--- src/inc/perf_event_defines.svh ---
// Operation
// - 5CH/01H counts unhalted privilege-zero cycles, edge entries
// - 5CH/02H counts unhalted nonzero-privilege cycles
// - 5EH/01H counts scheduling station empty cycles
// - 60H adds selected outstanding offcore request occupancy
// - 63H/01H counts split or uncached lock cycles
// - 63H/02H counts data cache lock cycles
// - 79H/02H counts decode queue empty cycles
// - 79H/04H adds legacy path delivered micro-ops
// - 79H/08H adds micro-op cache delivered micro-ops
// - 79H/10H adds cache micro-ops while sequencer busy
// - 79H/20H adds legacy micro-ops while sequencer busy
// - 79H/30H adds all sequencer micro-ops
// - 79H/18H counts micro-op cache delivering cycles
// - 79H/24H counts legacy path delivering cycles
// - Path and sequencer masks combine by OR
// - 79H/3CH adds micro-ops from every path
// - 80H/02H counts instruction cache misses
// - 85H/01H counts instruction TLB walk misses
`ifndef PERF_EVENT_DEFINES_SVH
`define PERF_EVENT_DEFINES_SVH

`define EVT_PRIV_CYCLES      8'h5C
`define EVT_SCHED_EVENTS     8'h5E
`define EVT_OFFCORE_OUTST    8'h60
`define EVT_LOCK_CYCLES      8'h63
`define EVT_DECODE_QUEUE     8'h79
`define EVT_INSTR_CACHE      8'h80
`define EVT_INSTR_TLB        8'h85

`define UM_PRIV_ZERO         8'h01
`define UM_PRIV_NONZERO      8'h02
`define UM_SCHED_EMPTY       8'h01
`define UM_OFF_DATA_RD       8'h01
`define UM_OFF_CODE_RD       8'h02
`define UM_OFF_OWN_RD        8'h04
`define UM_OFF_ALL_DATA_RD   8'h08
`define UM_LOCK_SPLIT_UC     8'h01
`define UM_LOCK_DATA_CACHE   8'h02
`define UM_DQ_EMPTY          8'h02
`define UM_PATH_FIELD        8'h3C
`define UM_INSTR_CACHE_MISS  8'h02
`define UM_ITLB_WALK         8'h01

`define UM_BIT_LEGACY        2
`define UM_BIT_CACHE         3
`define UM_BIT_SEQ_CACHE     4
`define UM_BIT_SEQ_LEGACY    5

`define PRIV_LEVEL_ZERO      2'h0

`define RST_EVENT_CODE       8'h00
`define RST_UNIT_MASK        8'h00
`define RST_CMASK            8'h00
`define RST_EDGE             1'b0

`endif

--- src/inc/perf_event_pkg.sv ---
package perf_event_pkg;

  typedef enum logic [3:0] {
    SRC_NONE,
    SRC_PRIV_ZERO,
    SRC_PRIV_NONZERO,
    SRC_SCHED_EMPTY,
    SRC_OFFCORE,
    SRC_LOCK_SPLIT,
    SRC_LOCK_DATA,
    SRC_DQ_EMPTY,
    SRC_UOP_PATHS,
    SRC_ICACHE_MISS,
    SRC_ITLB_WALK
  } event_src_t;

  typedef logic [7:0] sel_code_t;

endpackage

--- src/design/perf_event_decoder.sv ---
`include "perf_event_defines.svh"

module perf_event_decoder #(
  parameter int CNT_W = 48,
  parameter int OCC_W = 6,
  parameter int UOP_W = 3,
  parameter int INC_W = 8
) (
  input  wire logic                    sys_clk,
  input  wire logic                    rstn,
  input  wire logic                    sel_wr,
  input  wire perf_event_pkg::sel_code_t sel_event_code,
  input  wire perf_event_pkg::sel_code_t sel_unit_mask,
  input  wire logic [7:0]              sel_cmask,
  input  wire logic                    sel_edge,
  input  wire logic                    count_enable,
  input  wire logic                    count_clear,
  input  wire logic                    thread_unhalted,
  input  wire logic [1:0]              priv_level,
  input  wire logic                    sched_station_empty,
  input  wire logic [OCC_W-1:0]        offcore_data_rd_cnt,
  input  wire logic [OCC_W-1:0]        offcore_code_rd_cnt,
  input  wire logic [OCC_W-1:0]        offcore_own_rd_cnt,
  input  wire logic [OCC_W-1:0]        offcore_all_data_rd_cnt,
  input  wire logic                    split_uncached_lock,
  input  wire logic                    data_cache_lock,
  input  wire logic                    decode_queue_empty,
  input  wire logic [UOP_W-1:0]        legacy_path_uops,
  input  wire logic [UOP_W-1:0]        uop_cache_uops,
  input  wire logic                    microcode_sequencer_busy,
  input  wire logic                    instr_cache_miss,
  input  wire logic                    instr_tlb_walk_miss,
  output logic [CNT_W-1:0]             count_q,
  output logic [INC_W-1:0]             increment_q,
  output logic                         select_valid_q,
  output perf_event_pkg::event_src_t   active_src_q,
  output logic                         cond_q,
  output logic                         count_wrap_q
);

  import perf_event_pkg::*;

  if (CNT_W < 16) begin
    $error("perf_event_decoder: CNT_W too small");
  end
  if (OCC_W > INC_W) begin
    $error("perf_event_decoder: OCC_W exceeds INC_W");
  end
  if (UOP_W + 2 > INC_W) begin
    $error("perf_event_decoder: four uop classes overflow INC_W");
  end

  sel_code_t        event_code_q;
  sel_code_t        unit_mask_q;
  logic [7:0]       cmask_q;
  logic             edge_q;
  logic             restart_q;
  event_src_t       src_d;
  logic             valid_d;
  logic [INC_W-1:0] raw_inc_d;
  logic [INC_W-1:0] raw_inc_q;
  logic [INC_W-1:0] thr_inc;
  logic             thr_cond;
  logic [INC_W-1:0] offcore_inc;
  logic [INC_W-1:0] path_inc;
  logic [INC_W-1:0] class_inc [4];
  logic [CNT_W:0]   count_sum;
  logic             priv_zero;

  // Selector held locally so the decode is stable between writes
  always_ff @(posedge sys_clk or negedge rstn) begin
    if (!rstn) begin
      event_code_q <= `RST_EVENT_CODE;
      unit_mask_q  <= `RST_UNIT_MASK;
      cmask_q      <= `RST_CMASK;
      edge_q       <= `RST_EDGE;
    end else if (sel_wr) begin
      event_code_q <= sel_event_code;
      unit_mask_q  <= sel_unit_mask;
      cmask_q      <= sel_cmask;
      edge_q       <= sel_edge;
    end
  end

  always_ff @(posedge sys_clk or negedge rstn) begin
    if (!rstn) begin
      restart_q <= 1'b1;
    end else begin
      restart_q <= sel_wr;
    end
  end

  assign priv_zero = (priv_level == `PRIV_LEVEL_ZERO);

  // Event code selects the source; unit mask qualifies it
  always_comb begin
    src_d   = SRC_NONE;
    valid_d = 1'b0;
    case (event_code_q)
      `EVT_PRIV_CYCLES: begin
        if (unit_mask_q == `UM_PRIV_ZERO) begin
          src_d   = SRC_PRIV_ZERO;
          valid_d = 1'b1;
        end else if (unit_mask_q == `UM_PRIV_NONZERO) begin
          src_d   = SRC_PRIV_NONZERO;
          valid_d = 1'b1;
        end
      end
      `EVT_SCHED_EVENTS: begin
        if (unit_mask_q == `UM_SCHED_EMPTY) begin
          src_d   = SRC_SCHED_EMPTY;
          valid_d = 1'b1;
        end
      end
      `EVT_OFFCORE_OUTST: begin
        if (unit_mask_q == `UM_OFF_DATA_RD || unit_mask_q == `UM_OFF_CODE_RD ||
            unit_mask_q == `UM_OFF_OWN_RD || unit_mask_q == `UM_OFF_ALL_DATA_RD) begin
          src_d   = SRC_OFFCORE;
          valid_d = 1'b1;
        end
      end
      `EVT_LOCK_CYCLES: begin
        if (unit_mask_q == `UM_LOCK_SPLIT_UC) begin
          src_d   = SRC_LOCK_SPLIT;
          valid_d = 1'b1;
        end else if (unit_mask_q == `UM_LOCK_DATA_CACHE) begin
          src_d   = SRC_LOCK_DATA;
          valid_d = 1'b1;
        end
      end
      `EVT_DECODE_QUEUE: begin
        if (unit_mask_q == `UM_DQ_EMPTY) begin
          src_d   = SRC_DQ_EMPTY;
          valid_d = 1'b1;
        end else if (unit_mask_q != 8'h00 &&
                     (unit_mask_q & ~`UM_PATH_FIELD) == 8'h00) begin
          src_d   = SRC_UOP_PATHS;
          valid_d = 1'b1;
        end
      end
      `EVT_INSTR_CACHE: begin
        if (unit_mask_q == `UM_INSTR_CACHE_MISS) begin
          src_d   = SRC_ICACHE_MISS;
          valid_d = 1'b1;
        end
      end
      `EVT_INSTR_TLB: begin
        if (unit_mask_q == `UM_ITLB_WALK) begin
          src_d   = SRC_ITLB_WALK;
          valid_d = 1'b1;
        end
      end
      default: begin
        src_d   = SRC_NONE;
        valid_d = 1'b0;
      end
    endcase
  end

  // Offcore occupancy; only meaningful with one thread per core
  always_comb begin
    case (unit_mask_q)
      `UM_OFF_DATA_RD:     offcore_inc = INC_W'(offcore_data_rd_cnt);
      `UM_OFF_CODE_RD:     offcore_inc = INC_W'(offcore_code_rd_cnt);
      `UM_OFF_OWN_RD:      offcore_inc = INC_W'(offcore_own_rd_cnt);
      `UM_OFF_ALL_DATA_RD: offcore_inc = INC_W'(offcore_all_data_rd_cnt);
      default:             offcore_inc = '0;
    endcase
  end

  // Four delivery classes: path x sequencer state, each gated by its mask bit
  for (genvar i = 0; i < 4; i++) begin : g_class
    localparam int MASK_BIT = (i == 0) ? `UM_BIT_LEGACY :
                              (i == 1) ? `UM_BIT_SEQ_LEGACY :
                              (i == 2) ? `UM_BIT_CACHE : `UM_BIT_SEQ_CACHE;
    localparam bit FROM_CACHE = (i >= 2);
    localparam bit SEQ_BUSY   = (i % 2 == 1);
    always_comb begin
      if (unit_mask_q[MASK_BIT] && (microcode_sequencer_busy == SEQ_BUSY)) begin
        class_inc[i] = FROM_CACHE ? INC_W'(uop_cache_uops)
                                  : INC_W'(legacy_path_uops);
      end else begin
        class_inc[i] = '0;
      end
    end
  end

  // OR-combined masks simply add their classes; no overlap between classes
  assign path_inc = class_inc[0] + class_inc[1] + class_inc[2] + class_inc[3];

  always_comb begin
    raw_inc_d = '0;
    case (src_d)
      SRC_PRIV_ZERO: begin
        raw_inc_d = INC_W'(thread_unhalted & priv_zero);
      end
      SRC_PRIV_NONZERO: begin
        raw_inc_d = INC_W'(thread_unhalted & ~priv_zero);
      end
      SRC_SCHED_EMPTY: begin
        raw_inc_d = INC_W'(sched_station_empty);
      end
      SRC_OFFCORE: begin
        raw_inc_d = offcore_inc;
      end
      SRC_LOCK_SPLIT: begin
        raw_inc_d = INC_W'(split_uncached_lock);
      end
      SRC_LOCK_DATA: begin
        raw_inc_d = INC_W'(data_cache_lock);
      end
      SRC_DQ_EMPTY: begin
        raw_inc_d = INC_W'(decode_queue_empty);
      end
      SRC_UOP_PATHS: begin
        raw_inc_d = path_inc;
      end
      SRC_ICACHE_MISS: begin
        raw_inc_d = INC_W'(instr_cache_miss);
      end
      SRC_ITLB_WALK: begin
        raw_inc_d = INC_W'(instr_tlb_walk_miss);
      end
      default: begin
        raw_inc_d = '0;
      end
    endcase
  end

  // One stage of registering keeps the wide adder off the decode path
  always_ff @(posedge sys_clk or negedge rstn) begin
    if (!rstn) begin
      raw_inc_q <= '0;
    end else begin
      raw_inc_q <= raw_inc_d;
    end
  end

  always_ff @(posedge sys_clk or negedge rstn) begin
    if (!rstn) begin
      select_valid_q <= 1'b0;
      active_src_q   <= SRC_NONE;
    end else begin
      select_valid_q <= valid_d;
      active_src_q   <= src_d;
    end
  end

  perf_threshold_edge #(
    .INC_W (INC_W)
  ) u_thresh (
    .sys_clk (sys_clk),
    .rstn    (rstn),
    .restart (restart_q),
    .raw_inc (raw_inc_q),
    .cmask   (cmask_q),
    .edge_en (edge_q),
    .out_inc (thr_inc),
    .cond    (thr_cond)
  );

  always_ff @(posedge sys_clk or negedge rstn) begin
    if (!rstn) begin
      increment_q <= '0;
      cond_q      <= 1'b0;
    end else begin
      increment_q <= thr_inc;
      cond_q      <= thr_cond;
    end
  end

  assign count_sum = {1'b0, count_q} + {{(CNT_W+1-INC_W){1'b0}}, thr_inc};

  // Clear takes priority over counting; a low enable freezes the count
  always_ff @(posedge sys_clk or negedge rstn) begin
    if (!rstn) begin
      count_q <= '0;
    end else if (count_clear) begin
      count_q <= '0;
    end else if (count_enable) begin
      count_q <= count_sum[CNT_W-1:0];
    end
  end

  // Wrap is sticky; a carry in the clearing cycle still sets it
  always_ff @(posedge sys_clk or negedge rstn) begin
    if (!rstn) begin
      count_wrap_q <= 1'b0;
    end else begin
      count_wrap_q <= (count_enable & count_sum[CNT_W]) |
                      (count_wrap_q & ~count_clear);
    end
  end

endmodule

--- src/design/perf_threshold_edge.sv ---
module perf_threshold_edge #(
  parameter int INC_W = 8
) (
  input  wire logic             sys_clk,
  input  wire logic             rstn,
  input  wire logic             restart,
  input  wire logic [INC_W-1:0] raw_inc,
  input  wire logic [7:0]       cmask,
  input  wire logic             edge_en,
  output logic      [INC_W-1:0] out_inc,
  output logic                  cond
);

  logic             cond_prev_q;
  logic [INC_W+7:0] inc_wide;
  logic [INC_W+7:0] cmask_wide;

  assign inc_wide   = {8'h00, raw_inc};
  assign cmask_wide = {{INC_W{1'b0}}, cmask};

  // Zero threshold: any activity is the condition, so edge mode still works
  always_comb begin
    if (cmask == 8'h00) begin
      cond = (raw_inc != '0);
    end else begin
      cond = (inc_wide >= cmask_wide);
    end
  end

  always_comb begin
    if (edge_en) begin
      out_inc = {{(INC_W-1){1'b0}}, cond & ~cond_prev_q};
    end else if (cmask != 8'h00) begin
      out_inc = {{(INC_W-1){1'b0}}, cond};
    end else begin
      out_inc = raw_inc;
    end
  end

  // History dropped on reprogramming so a stale level gives no false edge
  always_ff @(posedge sys_clk or negedge rstn) begin
    if (!rstn) begin
      cond_prev_q <= 1'b0;
    end else if (restart) begin
      cond_prev_q <= 1'b0;
    end else begin
      cond_prev_q <= cond;
    end
  end

endmodule

--- config.mk ---
export PLATFORM = sky130hd
export DESIGN_NAME = perf_event_decoder
export DESIGN_NICKNAME = d
export VERILOG_FILES = /design/src/inc/perf_event_pkg.sv /design/src/design/perf_event_decoder.sv /design/src/design/perf_threshold_edge.sv
export VERILOG_INCLUDE_DIRS = /design/src /design/src/inc
export SDC_FILE = /design/constraint.sdc
export NUM_CORES = 1
export LEC_CHECK = 0
export ABC_AREA = 1
export BUFFER_PORTS_ARGS = -buffer_cell sky130_fd_sc_hd__buf_2
export CORE_MARGIN = 3
export CORE_UTILIZATION = 40
export DETAILED_ROUTE_END_ITERATION = 8
export PLACE_DENSITY = 0.6
export SYNTH_ARGS = -nofsm -noshare
export SYNTH_HDL_FRONTEND = slang
export SYNTH_SLANG_ARGS = --single-unit
--- constraint.sdc ---
create_clock -name sys_clk -period 5.7 [get_ports sys_clk]
set_input_delay 0.57 -clock sys_clk [delete_from_list [all_inputs] [get_ports sys_clk]]
set_output_delay 0.57 -clock sys_clk [all_outputs]
set_load 0.02 [all_outputs]
* After elaboration in Yosys (flattened, before gate mapping)
Cells that the tools add are included.
** Storage, ports and cells
- Input bits :: 70
- Logic and storage cells :: 96
- Bits in registers :: 98
** Operators by class
- Eq/ne operators :: 21
- Magnitude comparators :: 1
- Multiplexer cells :: 30
- Bitwise operators :: 10
- Add/subtract/negate cells :: 4
- Reduce and logical (&&, ||, !) cells :: 17
** Operators with widths (count)
- 48-bit two-way mux :: 2
- 8-bit case mux with 10 select lines :: 1
- 48-bit by 8-bit adder with 49-bit output :: 1
- 8-bit by 7-bit equality test with 1-bit output, second input constant :: 5
- 4-bit case mux with 7 select lines :: 1
- 8-bit adder :: 3
- 6-bit case mux with 4 select lines :: 1
- 8-bit nonzero test :: 3
- 3-bit two-way mux :: 7
- 4-bit two-way mux :: 5
- 4-bit by 3-bit equality test with 1-bit output, second input constant :: 4
- 8-bit equality test, second input constant :: 2
- 8-bit logical NOT :: 2
- 8-bit two-way mux :: 2
- 4-bit equality test, second input constant :: 3
- 1-bit by 8-bit bitwise AND with 8-bit output :: 1
- 4-bit by 2-bit equality test with 1-bit output, second input constant :: 2
- 8-bit by 1-bit equality test with 1-bit output, second input constant :: 1
- 8-bit by 2-bit equality test with 1-bit output, second input constant :: 1
- 8-bit by 3-bit equality test with 1-bit output, second input constant :: 1
- 8-bit by 4-bit equality test with 1-bit output, second input constant :: 1
- 8-bit >= comparator :: 1
- 1-bit two-way mux :: 8
- 1-bit inverter with 8-bit output :: 1
- other kinds (11) :: 24

* Longest topological paths before layout
- Depth after elaboration :: 8
- Mapped depth :: 23

* By module
A second synthesis with hierarchy kept.
** Unflattened totals
- Cells, all modules :: 813
- Area total of the unflattened synthesis :: 6074.6 um2
** By module, submodules not included
- perf_event_decoder :: area each 5677.9 um2, instances 1, cells an instance 744
- perf_threshold_edge :: area each 396.6 um2, instances 1, cells an instance 69

* Worst setup path before layout
Ideal clock, no wire load.
- Kind :: flip-flop to flip-flop
- From :: register raw_inc_q[5]
- To :: register count_q[30]
- Data required time :: 5.574 ns
- Setup time :: 0.126 ns
- Setup slack :: 2.766 ns
- Cell stages (with the launch flop) :: 19
- Arrival :: 2.808 ns
- Cells stage by stage :: dfrtp_1 -> ha_1 -> nand2_1 -> nor2_1 -> nand4_1 -> nand4_1 -> nand2_1 -> o31ai_1 -> ha_1 -> inv_1 -> fa_1 -> inv_1 -> nand2_1 -> o211ai_2 -> nand3_4 -> nor2_8 -> nand2_1 -> o21ai_1 -> a21oi_1
** Between the ends
- Cells in the longest elaborated chain, start to end :: 7
- Elaborated cells on any way between the ends :: 9
- Classes of those cells :: add/sub (1); order compare (1); mux (5); bitwise (1); reduce/logical (1)
** RTL lines
- start: declaration :: RTL line perf_event_decoder.sv:61 : logic [INC_W-1:0] raw_inc_q;
- start signal: assignment :: RTL line perf_event_decoder.sv:235 : raw_inc_q <= raw_inc_d;
- 8-bit >= comparator / 8-bit nonzero test (equally long branches) :: RTL line perf_threshold_edge.sv:26, perf_threshold_edge.sv:24
- 1-bit two-way mux (*) :: RTL line perf_threshold_edge.sv:23 : if (cmask == 8'h00) begin
- 8-bit two-way mux / 1-bit bitwise AND (equally long branches) :: RTL line perf_threshold_edge.sv:33, perf_threshold_edge.sv:32
- 8-bit two-way mux (*) :: RTL line perf_threshold_edge.sv:31 : if (edge_en) begin
- via thr_inc[0] :: RTL line perf_event_decoder.sv:62 : logic [INC_W-1:0] thr_inc;
- 48-bit by 8-bit adder with 49-bit output (*) :: RTL line perf_event_decoder.sv:272 : assign count_sum = {1'b0, count_q} + {{(CNT_W+1-INC_W){1'b0}}, thr_inc};
- 48-bit two-way mux (*) :: RTL line perf_event_decoder.sv:280 : end else if (count_enable) begin
- 48-bit two-way mux (*) :: RTL line perf_event_decoder.sv:278 : end else if (count_clear) begin
- end signal: assignment :: RTL line perf_event_decoder.sv:281 : count_q <= count_sum[CNT_W-1:0];
- end: declaration :: RTL line perf_event_decoder.sv:33 : output logic [CNT_W-1:0] count_q,
Mark *: on every way through the listed nets, which the timed path passes. The rest lies on a longest branch. The select of a mux whose other input is x is not followed.
A chain may end at the register's enable or synchronous reset.

* Worst setup path after layout
Same ends and word-level chain as after synthesis.

==> flow_metrics.tcl <==
set metrics [dict create \
    run_status "finished clean" \
    holdWs_ns 0.134 \
    wl_um 16600 \
    power_leakage_nw 3.66 \
    worstSetupStartpointType "register" \
    via_count 5668 \
    drc_errors 0 \
    antenna_found_initial 0 \
    power_density_nw_per_um2 209 \
    grt_setup_unrepaired "false" \
    grt_pass1_vias 5617 \
    cpMaxStageDelayCell "fa_1" \
    cts-root-buf "clkbuf_16" \
    cts_tree "done" \
    track_usage_pct 20.9 \
    worstSkewPairLatency_ns 0.35 \
    path_clk_slew_ns 0.06 \
    numCtsBuffers 9 \
    yosys_warnings 0 \
    r2r_end "count_q[30]" \
    synth-async-reset-ratio_pct 100 \
    min_period_ns 3.34 \
    netlist_area_sq_um 5990 \
    synth.distinct_cells 49 \
    htreeDepth 3 \
    crit_chain "ha_1, nand2_1, nor2_1, nand4_1, nand4_1, nand2_1, o31ai_1, ha_1, inv_1, fa_1, inv_1, nand2_1, o211ai_2, nand3_4, nor2_8, nand2_1, o21ai_1, a21oi_1" \
    peakVddDrop_v 0.000150 \
    placed_cells 1104 \
    gp_congestion 0.872 \
    layout_commonest_cell "nand2_1" \
    critical_path_class "register to register" \
    drv_cap 0 \
    wl_per_cell_um 14.8 \
    drtAntennaViolNets 0 \
    layout-drive-gt1-share_pct 20.7 \
    ys_ff_latch 94 \
    total_power_mw 1.49 \
    rows 44 \
    synth.avg_cell_area_sq_um 7.46 \
    cts.path.max_buffers 2 \
    cts_hold_buf 0 \
    setup_violations 0 \
    vias_per_cell 5.06 \
    dp_hpwl_um 12900 \
    core_sq_um 14600 \
    area_growth_pct 18.9 \
    die_area_sq_um 16500 \
    num-fill-cells 1518 \
    maxSlewViolCount 0 \
    layout_common_cells "nand2_1, buf_2, inv_1" \
    synth_top_area_share_pct 38.8 \
    initial_core_util_pct 41.1 \
    hp-class "input port to asynchronous set/reset pin" \
    fmax_mhz 300 \
    synth_top_cell_by_area "dfrtp_1" \
    required_ns 5.93 \
    worst_pin_slew_ns 0.879 \
    grt-ovfl-total 0 \
    slew_headroom_pct 41.4 \
    worst-path-max-fanout 10 \
    ff2ff_setup_slack_ns 2.36 \
    r2r_cells 18 \
    synthTopCellsByArea "dfrtp_1, nand2_1, inv_1" \
    finalNetCount 1024 \
    die_width_um 128 \
    hold_violations 0 \
    io_pins 133 \
    r2r_start "raw_inc_q[5]" \
    slowest_delay_ns 0.42 \
    post-route-util_pct 48.8 \
    first_pass_iters 5 \
    drt_iter0_markers 319 \
    finalCritPeriodShare_pct 58.5 \
    fin_cells 1120 \
    clock-sinks 94 \
    postCtsSetupBuffers 0 \
    fp.dieH_um 128 \
    post_cts_resized 0 \
    grt_max_degree 68 \
    io_buffers 130 \
    synth-edff-count 0 \
    synth-main-ff-cell "dfrtp_1" \
    clock_skew_ns 0.0131 \
    grt_pass1_wl_um 27500 \
    cp.arrival_ns 3.57 \
    tns_ns 0 \
    timing.critical_path.mode_cell "nand2_1" \
    syn_inst 803 \
    yosysSeqAreaShare_pct 39.3 \
    critPathCaptureType "register" \
    antenna_cells 0 \
]
flip-flops by register name, summed over array words and instances, names as in the netlist, 4 cells and up:
signal,cells
raw_inc_q,6
count_q,48
active_src_q,4
cmask_q,8
increment_q,6
event_code_q,8
unit_mask_q,8
how the worst max path moves through the flow:
stage / start / end / slack (ns)
CTS: raw_inc_q[5] / count_q[30] / 2.34
detailed placement: raw_inc_q[5] / count_q[30] / 2.36
global placement: raw_inc_q[5] / count_q[30] / 2.53
finish: raw_inc_q[5] / count_q[30] / 2.36
global route: raw_inc_q[5] / count_q[28] / 2.01
floorplan: raw_inc_q[5] / count_q[30] / 2.77
synth_stat cells, drive strengths merged (2+ instances only):
| cell | count |
|---|---|
| xor2 | 4 |
| ha | 16 |
| a21boi | 2 |
| a22o | 12 |
| nor3 | 37 |
| nor4 | 4 |
| mux2 | 3 |
| nand3b | 3 |
| xnor2 | 3 |
| o21ai | 68 |
| a21oi | 29 |
| buf | 9 |
| nand3 | 49 |
| fa | 7 |
| nand2 | 175 |
| a21o | 2 |
| o21a | 2 |
| clkbuf | 7 |
| inv | 124 |
| nand4 | 31 |
| a31oi | 2 |
| nor2 | 110 |
| o31ai | 2 |
| dfrtp | 93 |
metrics by stage:
stage / instance area (sq um) / worst slack (ns)
2_1_floorplan: 6000 / 2.77
3_3_place_gp: 6810 / 2.53
3_5_place_dp: 6810 / 2.36
4_1_cts: 7120 / 2.34
5_1_grt: 7120 / 2.01
6_report: 7120 / 2.36
final cells by class:
cell class	instances	area [sq um]	share of cell area, %
Multi-Input combinational cell	570	3090	43.4
Clock inverter	4	70.1	0.984
Tap cell	184	230	3.23
Clock buffer	12	246	3.46
Timing Repair Buffer	132	668	9.38
Inverter	124	465	6.53
Sequential cell	94	2350	33.0
kinds of logic after synthesis:
family | Yosys count | synth area share [%]
AO/OA/AOI/OAI | 122 | 11.5
buffers and inverters | 140 | 9.25
multiplexers | 3 | 0.564
XOR/XNOR | 7 | 1.02
adder cells (fa/ha/maj) | 23 | 5.68
flip-flops | 94 | 39.3
AND/OR/NAND/NOR | 413 | 32.6
other | 1 | 0.0626
critical path, delay by kind of cell (launching register included):
kind / cells / cell delay, ns
flip-flops: 1 / 0.38
adder cells (fa/ha/maj): 3 / 0.94
buffers and inverters: 2 / 0.14
AO/OA/AOI/OAI: 4 / 0.63
AND/OR/NAND/NOR: 9 / 1.13
routing by layer:
metal	wire [um]	global-route usage (%)	vias up	share of wire, %
li1	-	-	2889	-
met4	330	7.80	0	2.0
met5	0	0	-	0
met1	7580	28.0	2577	46
met2	7650	34.0	179	46
met3	1010	3.53	23	6.1
where the power goes:
part / switching, mW / total, mW / internal [mW]
clock: 0.258 / 0.654 / 0.396
sequential: 0.0128 / 0.698 / 0.685
combinational: 0.0858 / 0.134 / 0.0481
(Power assumes the default switching activity.)
